$ cat config.mk
export PLATFORM = sky130hd
export DESIGN_NAME = ocs_clock_select
export DESIGN_NICKNAME = d
export VERILOG_FILES = /design/src/include/ocs_pkg.sv /design/src/rtl/ocs_clock_select.sv
export VERILOG_INCLUDE_DIRS = /design/src /design/src/include
export SDC_FILE = /design/constraint.sdc
export NUM_CORES = 1
export LEC_CHECK = 0
export BUFFER_PORTS_ARGS = -buffer_cell sky130_fd_sc_hd__clkbuf_2
export CORE_UTILIZATION = 40
export DETAILED_ROUTE_END_ITERATION = 16
export PLACE_DENSITY = 0.68
export SYNTH_ARGS = -nofsm -noshare
export SYNTH_HDL_FRONTEND = slang
export SYNTH_SLANG_ARGS = --single-unit
$ cat constraint.sdc
create_clock -name aclk -period 2.9 [get_ports aclk]
set_clock_uncertainty 0.2 [all_clocks]
set_input_delay 0.435 -clock aclk [delete_from_list [all_inputs] [get_ports aclk]]
set_output_delay 0.435 -clock aclk [all_outputs]
set_load 0.02 [all_outputs]
$ cat src/include/ocs_params.svh
// Offsets, field positions, reset values and counts of the clock select block
`ifndef OCS_PARAMS_SVH
`define OCS_PARAMS_SVH

// ==========================================================================
// Register map (byte addresses)
`define OCS_OFF_STATUS      4'h0
`define OCS_OFF_TRIM        4'h4
`define OCS_OFF_CONFIG      4'h8

// ==========================================================================
// Fields
`define OCS_STAT_REQ_BIT    0
`define OCS_STAT_ENG_BIT    1
`define OCS_CFG_SEL_LSB     0
`define OCS_CFG_OUTEN_BIT   2

// ==========================================================================
// Reset values and source codes
`define OCS_TRIM_RESET      8'h80
`define OCS_SEL_INTERNAL    2'h0
`define OCS_SEL_EXT_CLOCK   2'h1
`define OCS_SEL_EXT_RC      2'h2
`define OCS_SEL_CRYSTAL     2'h3

// ==========================================================================
// Timing and bus response codes
`define OCS_INT_OSC_KHZ     12800
`define OCS_BUS_KHZ         3200
`define OCS_CONFIRM_EDGES   2'h2
`define OCS_RESP_OKAY       2'h0
`define OCS_RESP_SLVERR     2'h2

`endif

$ cat src/include/ocs_pkg.sv
// Types shared by the clock select block
package ocs_pkg;

    typedef enum logic [2:0] {
        OCS_ST_INT,
        OCS_ST_CONFIRM,
        OCS_ST_ALIGN,
        OCS_ST_ENGAGE,
        OCS_ST_EXT
    } ocs_state_t;

    typedef struct packed {
        logic       clock_out_pin_enable;
        logic [1:0] clock_source_select;
    } ocs_cfg_t;

endpackage

$ cat src/rtl/ocs_clock_select.sv
// Oscillator clock source select, internal-to-external switch and AXI4-Lite registers
//
// Functional notes
// [RULE_01] Internal clock nominal 12.8 MHz, bus 3.2 MHz
// [RULE_02] 8-bit trim, larger value longer period
// [RULE_03] Software copies factory trim, never automatic
// [RULE_04] Software may precharge crystal via port pin
// [RULE_05] External selection makes input pin clock input
// [RULE_06] Software waits stabilization before requesting switch
// [RULE_07] Software sets external clock request bit
// [RULE_08] Two external rising edges confirm activity
// [RULE_09] Source switch is glitch free
// [RULE_10] Set engaged flag, then stop internal oscillator
// [RULE_11] Internal oscillator restarts only through reset
// [RULE_12] No clock monitor, no fallback to internal
// [RULE_13] External mode: pin is x4, halved x2
// [RULE_14] External mode: output pin is port I/O
// [RULE_15] Crystal mode: output pin drives inverted amplifier
// [RULE_16] Internal/RC: enable bit puts x4 on pin
// [RULE_17] Oscillator enable input gates selected source
// [RULE_18] x4 clock equals selected source clock
// [RULE_19] x2 clock is half of x4
// [RULE_20] Select codes: 00 int,01 ext,10 RC,11 xtal
// [RULE_21] Reset forces external clock request low
// [RULE_22] Stop mode disables source, x4 and x2
// [RULE_23] Request synchronized before counting confirming edges
//
// Added by the designer: the AXI4-Lite slave port and the register addresses.
`include "ocs_params.svh"
`timescale 1ns/1ps
`default_nettype none

module ocs_clock_select
    import ocs_pkg::*;
#(
    parameter int INT_HALF_BASE = 4
) (
    input  wire logic        aclk,
    input  wire logic        aresetn,
    input  wire logic [3:0]  s_axi_awaddr,
    input  wire logic        s_axi_awvalid,
    output logic             s_axi_awready,
    input  wire logic [31:0] s_axi_wdata,
    input  wire logic [3:0]  s_axi_wstrb,
    input  wire logic        s_axi_wvalid,
    output logic             s_axi_wready,
    output logic [1:0]       s_axi_bresp,
    output logic             s_axi_bvalid,
    input  wire logic        s_axi_bready,
    input  wire logic [3:0]  s_axi_araddr,
    input  wire logic        s_axi_arvalid,
    output logic             s_axi_arready,
    output logic [31:0]      s_axi_rdata,
    output logic [1:0]       s_axi_rresp,
    output logic             s_axi_rvalid,
    input  wire logic        s_axi_rready,
    input  wire logic        clock_input_pin,
    input  wire logic        external_rc_clock,
    input  wire logic        crystal_clock,
    input  wire logic        oscillator_enable_in,
    input  wire logic        stop_mode,
    input  wire logic        port_bit_four_out,
    input  wire logic        port_bit_four_oe_n,
    output logic             clock_output_pin_out,
    output logic             clock_output_pin_oe_n,
    output logic             clock_input_pin_is_clock,
    output logic             quad_rate_clock,
    output logic             double_rate_clock
);

    // ======================================================================
    // Registers
    logic           external_clock_request;
    logic           external_clock_engaged;
    logic [7:0]     internal_clock_trim;
    ocs_cfg_t       cfg;
    ocs_state_t     state;

    logic           wr_go;
    logic           rd_go;
    logic [31:0]    rd_word;
    logic           rd_hit;
    logic           wr_hit;

    assign wr_go  = s_axi_awvalid && s_axi_wvalid && !s_axi_awready && !s_axi_bvalid;
    assign rd_go  = s_axi_arvalid && !s_axi_arready && !s_axi_rvalid;
    assign wr_hit = (s_axi_awaddr == `OCS_OFF_STATUS) || (s_axi_awaddr == `OCS_OFF_TRIM)
                    || (s_axi_awaddr == `OCS_OFF_CONFIG);

    always_comb begin
        rd_word = 32'h0;
        rd_hit  = 1'b1;
        case (s_axi_araddr)
            `OCS_OFF_STATUS: begin
                rd_word[`OCS_STAT_REQ_BIT] = external_clock_request;
                rd_word[`OCS_STAT_ENG_BIT] = external_clock_engaged;
            end
            `OCS_OFF_TRIM:   rd_word[7:0] = internal_clock_trim;
            `OCS_OFF_CONFIG: rd_word[2:0] = cfg;
            default:         rd_hit = 1'b0;
        endcase
    end

    // Write channel: address and data taken together, one pulse of ready
    always_ff @(posedge aclk) begin
        if (!aresetn) begin
            s_axi_awready <= 1'b0;
            s_axi_wready  <= 1'b0;
            s_axi_bvalid  <= 1'b0;
            s_axi_bresp   <= `OCS_RESP_OKAY;
        end else begin
            s_axi_awready <= wr_go;
            s_axi_wready  <= wr_go;
            if (wr_go) begin
                s_axi_bvalid <= 1'b1;
                s_axi_bresp  <= wr_hit ? `OCS_RESP_OKAY : `OCS_RESP_SLVERR;
            end else if (s_axi_bready) begin
                s_axi_bvalid <= 1'b0;
            end
        end
    end

    always_ff @(posedge aclk) begin
        if (!aresetn) begin
            s_axi_arready <= 1'b0;
            s_axi_rvalid  <= 1'b0;
            s_axi_rdata   <= 32'h0;
            s_axi_rresp   <= `OCS_RESP_OKAY;
        end else begin
            s_axi_arready <= rd_go;
            if (rd_go) begin
                s_axi_rvalid <= 1'b1;
                s_axi_rdata  <= rd_word;
                s_axi_rresp  <= rd_hit ? `OCS_RESP_OKAY : `OCS_RESP_SLVERR;
            end else if (s_axi_rready) begin
                s_axi_rvalid <= 1'b0;
            end
        end
    end

    // Trim is never loaded from nonvolatile memory here; software copies it
    always_ff @(posedge aclk) begin
        if (!aresetn) begin
            external_clock_request <= 1'b0; // RULE_21
            internal_clock_trim    <= `OCS_TRIM_RESET; // RULE_03
            cfg                    <= '0;
        end else if (wr_go) begin
            case (s_axi_awaddr)
                `OCS_OFF_STATUS: if (s_axi_wstrb[0]) begin
                    external_clock_request <= s_axi_wdata[`OCS_STAT_REQ_BIT]; // RULE_07
                end
                `OCS_OFF_TRIM: if (s_axi_wstrb[0]) begin
                    internal_clock_trim <= s_axi_wdata[7:0];
                end
                `OCS_OFF_CONFIG: if (s_axi_wstrb[0]) begin
                    cfg <= s_axi_wdata[2:0];
                end
                default: ;
            endcase
        end
    end

    // ======================================================================
    // Internal oscillator model
    logic           int_clk;
    logic [8:0]     int_cnt;
    logic [8:0]     int_half;
    logic           run_en;
    logic           int_run;

    // Half period grows with trim; reset value gives the nominal rate
    assign int_half = 9'(INT_HALF_BASE) + {1'b0, internal_clock_trim}; // RULE_02
    assign run_en   = oscillator_enable_in && !stop_mode; // RULE_17 RULE_22
    // Stopped while run_en is low, else only once engaged is already showing
    assign int_run  = run_en && (state != OCS_ST_EXT); // RULE_10 RULE_11

    always_ff @(posedge aclk) begin
        if (!aresetn) begin
            int_cnt <= 9'h0;
            int_clk <= 1'b0;
        end else if (int_run) begin // RULE_01
            if (int_cnt >= int_half - 9'h1) begin
                int_cnt <= 9'h0;
                int_clk <= !int_clk;
            end else begin
                int_cnt <= int_cnt + 9'h1;
            end
        end else if (state == OCS_ST_EXT) begin
            int_clk <= 1'b0;
        end
    end

    // ======================================================================
    // External source and switch sequence
    logic           ext_src;
    logic           ext_q;
    logic           ext_rise;
    logic           req_s1;
    logic           req_s2;
    logic [1:0]     edge_cnt;

    always_comb begin
        case (cfg.clock_source_select) // RULE_20
            `OCS_SEL_EXT_CLOCK: ext_src = clock_input_pin; // RULE_13
            `OCS_SEL_EXT_RC:    ext_src = external_rc_clock;
            `OCS_SEL_CRYSTAL:   ext_src = crystal_clock;
            default:            ext_src = 1'b0;
        endcase
    end

    assign ext_rise = ext_src && !ext_q;

    always_ff @(posedge aclk) begin
        if (!aresetn) begin
            ext_q  <= 1'b0;
            req_s1 <= 1'b0;
            req_s2 <= 1'b0;
        end else begin
            ext_q  <= ext_src;
            req_s1 <= external_clock_request; // RULE_23
            req_s2 <= req_s1;
        end
    end

    always_ff @(posedge aclk) begin
        if (!aresetn) begin
            state    <= OCS_ST_INT;
            edge_cnt <= 2'h0;
        end else begin
            case (state)
                OCS_ST_INT: begin
                    edge_cnt <= 2'h0;
                    if (req_s2 && cfg.clock_source_select != `OCS_SEL_INTERNAL) begin
                        state <= OCS_ST_CONFIRM;
                    end
                end
                OCS_ST_CONFIRM: begin
                    if (!req_s2) begin
                        state <= OCS_ST_INT;
                    end else if (ext_rise) begin
                        edge_cnt <= edge_cnt + 2'h1;
                        if (edge_cnt + 2'h1 == `OCS_CONFIRM_EDGES) begin // RULE_08
                            state <= OCS_ST_ALIGN;
                        end
                    end
                end
                OCS_ST_ALIGN: begin
                    // Hand over only while both clocks are low: no runt pulse
                    if (!int_clk && !ext_src) begin // RULE_09
                        state <= OCS_ST_ENGAGE;
                    end
                end
                OCS_ST_ENGAGE: state <= OCS_ST_EXT;
                OCS_ST_EXT:    state <= OCS_ST_EXT; // RULE_12
                default:       state <= OCS_ST_INT;
            endcase
        end
    end

    always_ff @(posedge aclk) begin
        if (!aresetn) begin
            external_clock_engaged <= 1'b0;
        end else if (state == OCS_ST_ALIGN && !int_clk && !ext_src) begin
            external_clock_engaged <= 1'b1; // RULE_10
        end
    end

    // ======================================================================
    // Output clocks and pins
    logic           src_clk;
    logic           next_quad;
    logic           sel_ext_mode;

    assign sel_ext_mode = external_clock_engaged;
    assign src_clk      = sel_ext_mode ? ext_src : int_clk;
    assign next_quad    = run_en && src_clk; // RULE_18 RULE_22

    always_ff @(posedge aclk) begin
        if (!aresetn) begin
            quad_rate_clock   <= 1'b0;
            double_rate_clock <= 1'b0;
        end else begin
            quad_rate_clock <= next_quad;
            if (next_quad && !quad_rate_clock) begin
                double_rate_clock <= !double_rate_clock; // RULE_19
            end
        end
    end

    always_ff @(posedge aclk) begin
        if (!aresetn) begin
            clock_output_pin_out     <= 1'b0;
            clock_output_pin_oe_n    <= 1'b1;
            clock_input_pin_is_clock <= 1'b0;
        end else begin
            clock_input_pin_is_clock <= (cfg.clock_source_select != `OCS_SEL_INTERNAL); // RULE_05
            case (cfg.clock_source_select)
                `OCS_SEL_CRYSTAL: begin
                    clock_output_pin_out  <= !clock_input_pin; // RULE_05 RULE_15
                    clock_output_pin_oe_n <= 1'b0;
                end
                `OCS_SEL_EXT_CLOCK: begin
                    clock_output_pin_out  <= port_bit_four_out; // RULE_14
                    clock_output_pin_oe_n <= port_bit_four_oe_n;
                end
                default: begin
                    if (cfg.clock_out_pin_enable) begin
                        clock_output_pin_out  <= next_quad; // RULE_16
                        clock_output_pin_oe_n <= 1'b0;
                    end else begin
                        clock_output_pin_out  <= port_bit_four_out;
                        clock_output_pin_oe_n <= port_bit_four_oe_n;
                    end
                end
            endcase
        end
    end
endmodule

`default_nettype wire

==> results.md, run 1 <==
- The flow ran to the end, but the final reports show violations.
- The final reports fail on design-rule violations.
- After floorplanning, the core was sized to cover 6420 um^2.
- The basic-gate share of the synthesized area counting and, or, nand and nor cells is 0.252.
- The internal power component is 0.000993 W.
- The multiplexer share of the synthesized area is 0.0597.
- The compound-cell area share of the yosys netlist is 0.118.
- The path type of the worst setup path is flop to flop.
- The fmax is 0.381 GHz.
- The die outline area is 7040 um^2.
- The number of synthesized flops with an enable pin is 0.
- The routed via count divided by cell count is 5.07.
- The initial DRC count is 178.
- The most used flip-flop cell after synthesis is sky130_fd_sc_hd__dfxtp_1.
- For this run the aggregate overflow at the end of global routing stands at 0.
- In this run the power spent charging and discharging nets is 0.000316 W.
- The share of final-layout standard cells stronger than drive strength 1 is 0.183.
- The fraction of power spent switching nets is 0.241.
- Synthesis produced 316 cells.
- The part of the Yosys area used for sequential elements is 0.373.
- The leakage power is 1.29 nW.
- For this run, the detailed router's first-pass iteration total came to 10.
- Summed over all instances, the cell type with the most area after synthesis is sky130_fd_sc_hd__dfxtp_1.
- The worst path in the final design needs a cycle of 2620 ps, including I/O delays and setup.
- The adder-cell area share of the yosys netlist is 0.0560.
- The type of element launching the critical path is a flop.
- IR analysis of the VDD net gives a maximum drop of 0.000319 V.
- After synthesis the cells add up to 2680 um^2.
- The detailed-route wire length per cell is 11.5 um.
- The relative contribution of sequential cells to total power is 0.537.
- The clock network latency to the later pin of the worst-skew pair is 300 ps.
- The number of fill cells in the layout is 625.
- The max-slew violation count is 0.
- The number of nets in the finished design is 429.
- The post-route cell area is 2980 um^2.
- For this block, the routed nets add up to 5040 um of wire.
- For this design the top-level I/O count stands at 104.
- After clock tree synthesis, the clock-pin slew on the worst setup and hold paths is 90 ps.
- The arrival time at the worst endpoint is 2650 ps.
- The share of async-settable or async-resettable flops after synthesis is 0.
- TritonCTS built the clock tree.
- Synthesis inferred 50 register bits.
- The number of input and output port buffers inserted is 50.
- CTS built an H-tree with a depth of 2.
- The effective utilization at floorplan is 0.417.
- The worst min-delay path class is input pin to flop.
- The library cell used most frequently in the layout, excluding fill and tap cells, is sky130_fd_sc_hd__clkbuf_2.
- The multi-input combinational cell area is 1460 um^2.
- The worst slew margin relative to its limit is 0.619.
- The routed via count is 2214.
- The share of the synthesized netlist area taken by xor and xnor gates is 0.0229.
- Across the whole layout, storage elements account for 1000 um^2.
- The worst setup path is captured at a flop.
- The detailed placement HPWL is 3730 um.
- In the global route stage, overall resource usage came out at 0.148.
- Setup repair after global routing left no endpoint under its margin.
- The yosys synthesis warning count is 0.
- The first global-routing pass estimated 8430 um of wire.
- After routing, the total negative slack on setup checks comes to 0 ps.
- The root buffer cell is sky130_fd_sc_hd__clkbuf_8.
- Measured on the finished design, the core utilization comes to 0.463.
- The number of library cell types mapped by synthesis is 47.
- The die is 83.9 um wide.
- By area the synthesized netlist is led by sky130_fd_sc_hd__dfxtp_1 37%, sky130_fd_sc_hd__buf_4 7.8%, sky130_fd_sc_hd__mux2i_1 6.0%, sky130_fd_sc_hd__ha_1 5.6%, sky130_fd_sc_hd__nor2_1 4.8%.
- The maximum count of clock buffers along a single path is 2.
- Routability-driven placement finished with a final weighted congestion of 0.767.
- The power per cell area is 440 nW/um^2.
- The pin count of the biggest net entering global routing is 31.
- The die height is 83.9 um.
- Counting the buffers created by CTS gives 5.
- Max-cap violations in this run came to 0.
- The number of design rule violations left after detail routing is 8.
- After clock tree synthesis, the flow added hold-fix buffers numbering 0.
- Leaving out fill and tap cells, the most frequent cells in the layout are 50 x sky130_fd_sc_hd__clkbuf_2, 49 x sky130_fd_sc_hd__dfxtp_1, 34 x sky130_fd_sc_hd__nor2_1.
- At the pin with the least slew margin, the transition time is 572 ps.
- The detail route stage leaves a number of antenna-violating nets equal to 0.
- The initial antenna violation count is 0.
- After synthesis, the largest family of logic cells by area is simple AND/OR/NAND/NOR gates.
- The peak fanout along the critical path is 10.
- The share of the synthesized area in the top cell type is 0.373.
- After floorplanning, the core was divided into 29 placement rows.
- The number of sinks driven by the clock tree is 50.
- Relative to the synthesized area, the layout overhead comes to 11.0%.
- The average size of a mapped cell is 8.49 um^2.
- The share of total power dissipated in the clock network is 0.367.
- For the worst setup path, the data required time is 2930 ps.
- Setup violations remaining at the end of the flow were counted as 0.
- The via count of the first global-routing pass is 1905.
- The share of the clock period used by the worst path after layout is 0.904.
- The repair_antennas step left the layout with diodes totalling 0.
- Once placement finished, the instance area stood at 2870 um^2.
- The number of endpoints with negative hold slack in the final report came to 0.
- The share of total power dissipated in combinational logic is 0.096.
## area by class of cell
type / instances / share of cell area
Multi-Input combinational cell: 239 / 0.491
Inverter: 10 / 0.0126
Sequential cell: 50 / 0.337
Tap cell: 77 / 0.0324
Clock buffer: 7 / 0.0257
Clock inverter: 1 / 0.0101
Timing Repair Buffer: 53 / 0.0917
## synth_stat cells (2+ instances only)
cell type	count
sky130_fd_sc_hd__o21ai_1	2
sky130_fd_sc_hd__and3_1	5
sky130_fd_sc_hd__o221ai_1	2
sky130_fd_sc_hd__nor3b_1	3
sky130_fd_sc_hd__dfxtp_1	50
sky130_fd_sc_hd__a22oi_1	7
sky130_fd_sc_hd__nand3b_1	6
sky130_fd_sc_hd__nand4b_1	3
sky130_fd_sc_hd__buf_2	5
sky130_fd_sc_hd__nor2b_1	4
sky130_fd_sc_hd__nor4_1	2
sky130_fd_sc_hd__xnor2_1	4
sky130_fd_sc_hd__nand3_1	13
sky130_fd_sc_hd__nand2b_1	5
sky130_fd_sc_hd__or3b_1	2
sky130_fd_sc_hd__inv_1	10
sky130_fd_sc_hd__mux2i_1	16
sky130_fd_sc_hd__a31oi_1	5
sky130_fd_sc_hd__buf_4	28
sky130_fd_sc_hd__o21ai_0	9
sky130_fd_sc_hd__nor2_1	34
sky130_fd_sc_hd__nand2_1	30
sky130_fd_sc_hd__ha_1	12
sky130_fd_sc_hd__a21oi_1	17
sky130_fd_sc_hd__nor3_1	6
sky130_fd_sc_hd__xor2_1	3
sky130_fd_sc_hd__nand4_1	4
sky130_fd_sc_hd__and2_1	4
sky130_fd_sc_hd__clkbuf_1	7
## metal layers
layer / track usage / wire length (um) / share of wire / vias to the layer above
met1: 0.189 / 2470 / 0.49 / 1017
met5: 0 / 0 / 0 / -
met2: 0.244 / 2330 / 0.46 / 56
met4: 0.0517 / 36 / 0.0071 / 0
met3: 0.0336 / 205 / 0.041 / 4
li1: - / - / - / 1137
## worst max-delay path, cell delays in order (launching register included)
cell	delay [ps]
sky130_fd_sc_hd__dfxtp_1	410
sky130_fd_sc_hd__inv_1	70
sky130_fd_sc_hd__ha_1	200
sky130_fd_sc_hd__nor2_1	170
sky130_fd_sc_hd__and3_1	220
sky130_fd_sc_hd__nand3_1	90
sky130_fd_sc_hd__ha_1	320
sky130_fd_sc_hd__a21oi_1	150
sky130_fd_sc_hd__o21ai_0	120
sky130_fd_sc_hd__a21oi_2	160
sky130_fd_sc_hd__buf_4	190
sky130_fd_sc_hd__nand3_1	90
sky130_fd_sc_hd__a31oi_1	170
## flip-flops by register name, summed over array words and instances (netlist names), 2 cells and up
register	flops
cfg	3
edge_cnt	2
int_cnt	9
internal_clock_trim	8
s_axi_rdata	8
state	3
## power by group through the flow
| stage | clock network, W | logic, W | registers [W] |
|---|---|---|---|
| detailed placement | 0 | 0.000125 | 0.000719 |
| global placement | 0 | 0.000123 | 0.000718 |
| global route | 0.000515 | 0.000139 | 0.000704 |
| floorplan | 0 | 0.000106 | 0.000727 |
| CTS | 0.000495 | 0.000126 | 0.000703 |
| finish | 0.000480 | 0.000126 | 0.000703 |
## repair_timing
item	in CTS	in global routing
setup buffers	0	0
gates resized for setup	0	1
setup endpoints to repair	0	2
## logic make-up (layout without fill, tap and decap cells)
kind of cell               count (synthesis)  in the layout
muxes                                     16             16
other                                      1             26
AOI/OAI and AO/OA                         50             50
adders and majority gates                 12             12
buffers and inverters                     52             71
DFF                                       50             50
xor gates and xnor gates                   7              7
and+or+nand+nor                          128            128
## metrics by stage
stage          hold slack (ps)  setup WS, ps  power [W]  cells
5_1_grt                    138          27.0    0.00136    437
2_1_floorplan              212           437   0.000833    341
3_5_place_dp               223           226   0.000844    429
4_1_cts                    120           173    0.00132    437
6_report                   126           279    0.00131    437
3_3_place_gp               219           271   0.000842    429
## path summary, 6_finish.rpt
check,start,end,slack [ps],cells after the start
worst max register to register,internal_clock_trim[1],int_cnt[8],280,12
worst max-delay path,internal_clock_trim[1],int_cnt[8],280,12
worst min-delay path,port_bit_four_oe_n,clock_output_pin_oe_n,130,3
worst min register to register,req_s1,req_s2,240,1
Note: power is estimated with default switching activity, not from simulation.
==> run 2: changes to the inputs <==
==> constraint.sdc (replaced) <==
create_clock -name aclk -period 2.5 [get_ports aclk]
set_clock_uncertainty 0.2 [all_clocks]
set_input_delay 0.375 -clock aclk [delete_from_list [all_inputs] [get_ports aclk]]
set_output_delay 0.375 -clock aclk [all_outputs]
set_load 0.02 [all_outputs]
==> run 2 against run 1 <==
Critical path type unchanged. Critical endpoint is now int_clk. Via count increased by 1.5%. Register-to-register slack worse by 160 ps. Sequential power increased by 16%. The flow still finishes with violations (design-rule violations). Maximum frequency up 9.9%.
==> results.md, run 2 (synthesis results as in run 1) <==
- The setup slack after layout was 115 ps (was 279 ps).
- The detailed placement HPWL is 3850 um (was 3730 um).
- The number of buffers created by CTS is 5 (unchanged).
- The core occupancy in the finished layout is 0.486 (was 0.463).
- The number of maximum-capacitance violations came to 0 (unchanged).
- The die height is 83.9 um (unchanged).
- Failing checks: design-rule violations (unchanged).
- The initial DRC count is 133 (was 178).
- The detailed-route wire length per cell came to 11.9 um (was 11.5 um).
- The global router's overall resource usage is 0.155 (was 0.148).
- Largest regs: int_cnt (9), internal_clock_trim (8), s_axi_rdata (8) (unchanged).
- The fmax is 0.419 GHz (was 0.381 GHz).
- The arrival time at the worst endpoint is 2390 ps (was 2650 ps).
- The number of sinks driven by the clock tree came to 50 (unchanged).
- The cell area after placement is 2930 um^2 (was 2870 um^2).
- The number of top-level pins is 104 (unchanged).
- The root buffer cell is sky130_fd_sc_hd__clkbuf_8 (unchanged).
- The worst-case hold slack is 48.4 ps (was 126 ps).
- The final sum of negative setup slack is 0 ps (unchanged).
- The worst slew margin relative to its limit is 0.597 (was 0.619).
- The total of endpoints with negative setup slack in the final report is 0 (unchanged).
- The clock network latency to the later pin of the worst-skew pair is 310 ps (was 300 ps).
- The register-to-register path setup slack is 110 ps (was 280 ps).
- The number of nets in the finished design is 437 (was 429).
- The peak fanout along the critical path was 5 (was 10).
- The pin count of the biggest net entering global routing is 34 (was 31).
- The shortest period the worst path allows was 2390 ps (was 2620 ps).
- The initial antenna violation count is 0 (unchanged).
- The share of the clock period used by the worst path after layout was 0.954 (was 0.904).
- The most frequent standard cell in the layout excluding fill and tap cells was sky130_fd_sc_hd__clkbuf_2 (unchanged).
- The max-slew violation count is 0 (unchanged).
- The total detailed-routing wirelength is 5290 um (was 5040 um).
- The die outline area is 7040 um^2 (unchanged).
- The residual antenna-violating net count after detailed routing is 0 (unchanged).
- The maximum ir drop on the vdd rail is 0.000269 V (was 0.000319 V).
- The floorplan row count came to 29 (unchanged).
- The path type of the worst setup path is flop to flop (unchanged).
- The width of the die is 83.9 um (unchanged).
- The type of element launching the critical path is a flop (unchanged).
- The TritonCTS clock tree is yes (unchanged).
- The minimum setup slack after placement is -75.6 ps (was 226 ps).
- The number of antenna cells inserted is 0 (unchanged).
- The sort of element at the end of the critical path is a flop (unchanged).
- The transition time at the pin with the least slew margin came to 605 ps (was 572 ps).
- The routed via count is 2247 (was 2214).
- The power per cell area was 497 nW/um^2 (was 440 nW/um^2).
- The detailed-routing iteration count for the pre-antenna-repair pass came to 10 (unchanged).
- The share of final-layout standard cells stronger than drive strength 1 is 0.236 (was 0.183).
- The number of input and output port buffers inserted was 50 (unchanged).
- The area of the core is 6420 um^2 (unchanged).
- The effective utilization at floorplan was 0.417 (unchanged).
- Run status: finished with violations (unchanged).
- The number of design rule violations left after detail routing is 8 (unchanged).
- The leakage power came to 1.34 nW (was 1.29 nW).
- The flip-flop count of the largest register, all copies and words added came to 9 (unchanged).
- The final estimated routing congestion in global placement came to 0.748 (was 0.767).
- The depth of the CTS H-tree is 2 (unchanged).
- The routed via count divided by cell count was 5.05 (was 5.07).
- The via count of the first global-routing pass came to 2072 (was 1905).
- Unrepaired setup endpoints after global routing: yes (was no).
- Most used cells in the layout excluding fill and tap cells: 50 x sky130_fd_sc_hd__clkbuf_2, 48 x sky130_fd_sc_hd__dfxtp_1, 33 x sky130_fd_sc_hd__nor2_1 (was 50 x sky130_fd_sc_hd__clkbuf_2, 49 x sky130_fd_sc_hd__dfxtp_1, 34 x sky130_fd_sc_hd__nor2_1).
- The total grt overflow is 0 (unchanged).
- The clock slew at the register clock pins of the worst setup and hold paths came to 100 ps (was 90 ps).
- The register with the most flip-flops is int_cnt (unchanged).
- The maximum count of clock buffers along a single path is 2 (unchanged).
- The synthesis-to-layout area growth is 16.3% (was 11.0%).
- The worst min-delay path class was input pin to flop (unchanged).
- The global-route wire length before repair is 8940 um (was 8430 um).
- The post-route cell area is 3120 um^2 (was 2980 um^2).
- The number of endpoints with negative hold slack in the final report was 0 (unchanged).
- The critical path data required time is 2500 ps (was 2930 ps).
## run 2: changes by cell type in the layout (fill, tap and decap cells not counted), sizes merged
cell	previous run	this run
buf	3	11
clkbuf	57	55
clkinv	0	1
inv	10	11
## run 2: layout make-up
cell class | instances | area [um^2]
Clock inverter | 3 | 43.8
Multi-Input combinational cell | 239 | 1520
Sequential cell | 50 | 1000
Tap cell | 77 | 96.3
Fill cell | 617 | 3300
Timing Repair Buffer | 61 | 349
Inverter | 10 | 37.5
Clock buffer | 5 | 68.8
## run 2: per-layer routing
layer | GRT usage | routed length, um
met1 | 0.192 | 2470
met2 | 0.259 | 2530
met3 | 0.0376 | 219
met4 | 0.0627 | 68
met5 | 0 | 0
## run 2: worst max-delay path, stage by stage (launching register included)
cell	delay, ps
sky130_fd_sc_hd__dfxtp_2	350
sky130_fd_sc_hd__inv_2	50
sky130_fd_sc_hd__ha_4	160
sky130_fd_sc_hd__nor2_4	110
sky130_fd_sc_hd__and3_4	210
sky130_fd_sc_hd__nand3_2	110
sky130_fd_sc_hd__ha_4	300
sky130_fd_sc_hd__nand4_1	100
sky130_fd_sc_hd__a21oi_1	160
sky130_fd_sc_hd__a21oi_2	110
sky130_fd_sc_hd__buf_4	170
sky130_fd_sc_hd__o21ai_0	160
sky130_fd_sc_hd__a21oi_1	80
## run 2: power breakdown
| part | leakage (nW) | internal, W | total (W) | switching [W] |
|---|---|---|---|---|
| Clock | 0.0585 | 0.000300 | 0.000581 | 0.000281 |
| Sequential | 0.406 | 0.000807 | 0.000815 | 0.00000749 |
| Combinational | 0.877 | 0.0000496 | 0.000153 | 0.000103 |
| Total | 1.34 | 0.00116 | 0.00155 | 0.000392 |
## run 2: what timing repair did
| item | 4_1_cts | 5_1_grt |
|---|---|---|
| gates resized for setup | 8 | 9 |
| endpoints found under the setup margin | 9 | 10 |
| cloned | 1 | 0 |
| pin swaps | 4 | 7 |
| hold buffers | 0 | 0 |
| buffers inserted | 0 | 1 |
| endpoints found under the hold margin | 0 | 0 |
## run 2: through the flow
step | total power, W | instances
2_1_floorplan | 0.000967 | 341
5_1_grt | 0.00161 | 445
3_5_place_dp | 0.000984 | 435
6_report | 0.00155 | 445
3_3_place_gp | 0.000982 | 435
4_1_cts | 0.00156 | 444
## run 2: worst paths after layout
path | startpoint | end | cells past startpoint
worst min register to register | req_s1 | req_s2 | 1
worst max-delay path | internal_clock_trim[0] | int_clk | 12
worst max register to register | internal_clock_trim[0] | int_clk | 12
worst min-delay path | port_bit_four_oe_n | clock_output_pin_oe_n | 3
==> run 3: changes to the inputs <==
--- a/config.mk
+++ b/config.mk
@@ -9,6 +9,7 @@
 export BUFFER_PORTS_ARGS = -buffer_cell sky130_fd_sc_hd__clkbuf_2
 export CORE_UTILIZATION = 40
 export DETAILED_ROUTE_END_ITERATION = 16
+export GPL_TIMING_DRIVEN = 0
 export PLACE_DENSITY = 0.68
 export SYNTH_ARGS = -nofsm -noshare
 export SYNTH_HDL_FRONTEND = slang
==> run 3 against run 2 <==
The run still ends with design-rule violations left. Setup slack got worse by 95 ps. Critical endpoint unchanged. Register-to-register slack worse by 90 ps. Cell area rose by 8.8%. First-iteration DRC count increased by 36%. Final cell count is 7.6% higher. Count of clock-buffer cells in the layout is 1 higher. Total power is 3.5% lower. Die area is the same. Via count rose by 6.0%. Wire length increased by 12%.
==> results.md, run 3 (synthesis results as in run 1) <==
- The detailed placement HPWL was 4260 um (was 3850 um).
- The register-to-register path setup slack is 20 ps (was 110 ps).
- The initial DRC count is 181 (was 133).
- The die outline area came to 7040 um^2 (unchanged).
- The number of fill cells in the layout is 612 (was 617).
- The maximum ir drop on the vdd rail is 0.000321 V (was 0.000269 V).
- Largest regs: int_cnt (9), internal_clock_trim (8), s_axi_rdata (8) (unchanged).
- The power per cell area was 440 nW/um^2 (was 497 nW/um^2).
- The sort of element at the end of the critical path is a flop (unchanged).
- The synthesis-to-layout area growth is 26.6% (was 16.3%).
- The most congested layer reported by global routing is met2 (unchanged).
- The most frequent standard cell in the layout excluding fill and tap cells is sky130_fd_sc_hd__clkbuf_2 (unchanged).
- The depth of the most critical reg-to-reg path is 12 (unchanged).
- The largest stage delay on the critical path is 370 ps (was 350 ps).
- The met1 track utilization from global routing came to 0.204 (was 0.192).
- The number of buffers created by CTS was 5 (unchanged).
- The shortest period the worst path allows came to 2480 ps (was 2390 ps).
- Run status: finished with violations (unchanged).
- The total of endpoints with negative setup slack in the final report is 0 (unchanged).
- The global router's overall resource usage is 0.167 (was 0.155).
- The origin of the critical flop-to-flop path is internal_clock_trim[0] (unchanged).
- The number of input and output port buffers inserted is 48 (was 50).
- The share of the clock period used by the worst path after layout was 0.992 (was 0.954).
- The clock slew at the register clock pins of the worst setup and hold paths is 90 ps (was 100 ps).
- The transition time at the pin with the least slew margin came to 615 ps (was 605 ps).
- The die height is 83.9 um (unchanged).
- The number of maximum-capacitance violations was 0 (unchanged).
- Failing checks: design-rule violations (unchanged).
- The capture instance of the worst register-to-register path is int_clk (unchanged).
- The depth of the CTS H-tree is 2 (unchanged).
- The number of design rule violations left after detail routing is 7 (was 8).
- The clock network latency to the later pin of the worst-skew pair is 310 ps (about the same).
- Unrepaired setup endpoints after global routing: yes (unchanged).
- The peak fanout along the critical path is 5 (unchanged).
- The detailed-route wire length per cell was 12.3 um (was 11.9 um).
- The slowest stage cell on the critical path was sky130_fd_sc_hd__dfxtp_4 (was sky130_fd_sc_hd__dfxtp_2).
- The maximum count of clock buffers along a single path is 2 (unchanged).
- The effective utilization at floorplan was 0.417 (unchanged).
- The via count of the first global-routing pass is 2148 (was 2072).
- The type of element launching the critical path is a flop (unchanged).
- The core occupancy in the finished layout came to 0.529 (was 0.486).
- The global-route wire length before repair is 9520 um (was 8940 um).
- The initial antenna violation count is 0 (unchanged).
- The number of endpoints with negative hold slack in the final report is 0 (unchanged).
- The register with the most flip-flops is int_cnt (unchanged).
- Sequence of cells on the critical path: inv_4 > ha_4 > nor2_4 > and3_4 > nand3_4 > ha_4 > nand4_1 > a21oi_2 > a21oi_2 > buf_6 > or3_1 > a21oi_1 (was inv_2 > ha_4 > nor2_4 > and3_4 > nand3_2 > ha_4 > nand4_1 > a21oi_1 > a21oi_2 > buf_4 > o21ai_0 > a21oi_1).
- The area of the core is 6420 um^2 (unchanged).
- The flip-flop count of the largest register, all copies and words added was 9 (unchanged).
- The total power is 0.00149 W (was 0.00155 W).
- The leakage power is 1.49 nW (was 1.34 nW).
- The detailed-routing iteration count for the pre-antenna-repair pass is 12 (was 10).
- The final sum of negative setup slack is 0 ps (unchanged).
- The root buffer cell is sky130_fd_sc_hd__clkbuf_8 (unchanged).
- The number of top-level pins is 104 (unchanged).
- The pin count of the biggest net entering global routing was 16 (was 34).
- The number of sinks driven by the clock tree was 50 (unchanged).
- The met2 usage is 0.284 (was 0.259).
- The number of antenna cells inserted is 0 (unchanged).
- The total grt overflow is 0 (unchanged).
- The met3 routing resource usage after global routing was 0.0455 (was 0.0376).
- The total detailed-routing wirelength is 5900 um (was 5290 um).
- The width of the die is 83.9 um (unchanged).
- The max-slew violation count was 0 (unchanged).
- The fmax is 0.403 GHz (was 0.419 GHz).
- The worst min-delay path class is input pin to flop (unchanged).
- The routed via count is 2381 (was 2247).
- The critical path data required time came to 2540 ps (was 2500 ps).
- The routed via count divided by cell count is 4.97 (was 5.05).
- The start point of the worst min-delay path was port_bit_four_oe_n (unchanged).
- The path type of the worst setup path is flop to flop (unchanged).
- The number of stages on the worst hold path is 3 (unchanged).
- The end point of the most critical hold path is clock_output_pin_oe_n (unchanged).
- The final estimated routing congestion in global placement is 0.804 (was 0.748).
- The number of buffers added to fix hold violations after cts was 0 (unchanged).
- The floorplan row count was 29 (unchanged).
- The arrival time at the worst endpoint is 2520 ps (was 2390 ps).
- The number of nets in the finished design is 471 (was 437).
- The TritonCTS clock tree is yes (unchanged).
- The worst slew margin relative to its limit is 0.590 (was 0.597).
- The share of final-layout standard cells stronger than drive strength 1 came to 0.313 (was 0.236).
- The residual antenna-violating net count after detailed routing is 0 (unchanged).
- Most used cells in the layout excluding fill and tap cells: 48 x sky130_fd_sc_hd__clkbuf_2, 46 x sky130_fd_sc_hd__dfxtp_1, 33 x sky130_fd_sc_hd__nor2_1 (was 50 x sky130_fd_sc_hd__clkbuf_2, 48 x sky130_fd_sc_hd__dfxtp_1, 33 x sky130_fd_sc_hd__nor2_1).
-- run 3: cell types whose count changed in the layout (fill, tap and decap cells not counted), moves of 3 or more --
| cell | change |
|---|---|
| sky130_fd_sc_hd__clkbuf_1 | +7 |
| sky130_fd_sc_hd__buf_6 | +3 |
| sky130_fd_sc_hd__nand2_2 | +4 |
| sky130_fd_sc_hd__nand2_1 | -5 |
| sky130_fd_sc_hd__buf_4 | +22 |
| sky130_fd_sc_hd__buf_2 | +4 |
-- run 3: routing by layer --
metal	wire, um	up-vias
met1	2650	1090
met2	2860	63
met4	61	0
met3	332	7
met5	0	-
li1	-	1221
-- run 3: cell type report --
type	count	area, um^2	area share
buffer	42	283	0.0833
clock buffer	6	82.6	0.0243
clock inverter	2	12.5	0.00369
inverter	10	40.0	0.0118
multi-input combinational	239	1580	0.467
sequential	50	1010	0.298
tap	77	96.3	0.0284
timing repair buffer	53	285	0.0840
-- run 3: worst max path at each step --
stage | slack, ps | from | cells past startpoint | to
after floorplan | 40 | internal_clock_trim[0] | 12 | int_cnt[1]
after global placement | -350 | internal_clock_trim[0] | 12 | int_cnt[1]
after detailed placement | -370 | internal_clock_trim[0] | 12 | int_clk
after CTS | 5 | internal_clock_trim[0] | 12 | int_cnt[4]
after global routing | -120 | internal_clock_trim[0] | 12 | int_cnt[5]
final | 20 | internal_clock_trim[0] | 12 | int_clk
-- run 3: power by group --
group          switching (W)  internal, W
sequential        0.00000791     0.000805
clock               0.000271     0.000223
combinational       0.000111    0.0000759
-- run 3: through the flow --
| stage | instances | hold slack [ps] | worst slack (ps) | instance area [um^2] |
|---|---|---|---|---|
| 3_5_place_dp | 466 | 232 | -365 | 3110 |
| 5_1_grt | 479 | 76.8 | -125 | 3390 |
| 3_3_place_gp | 466 | 215 | -346 | 3110 |
| 2_1_floorplan | 341 | 212 | 36.5 | 2780 |
| 6_report | 479 | 61.5 | 20.3 | 3390 |
| 4_1_cts | 478 | 50.7 | 4.50 | 3300 |
-- run 3: critical path: cells and delay by family, from the launching register on --
family          cells  cell delay (ps)
simple gates        5              830
fa+ha+maj           2              450
compound gates      3              380
flops               1              370
buf+inv             2              190
-- run 3: timing repair --
item                                    CTS  global route
buffers inserted                          4             0
resized for setup                        16            23
gates cloned                              0             1
hold endpoints to repair                  0             0
endpoints found under the setup margin   10            10
pin swaps                                 5            15
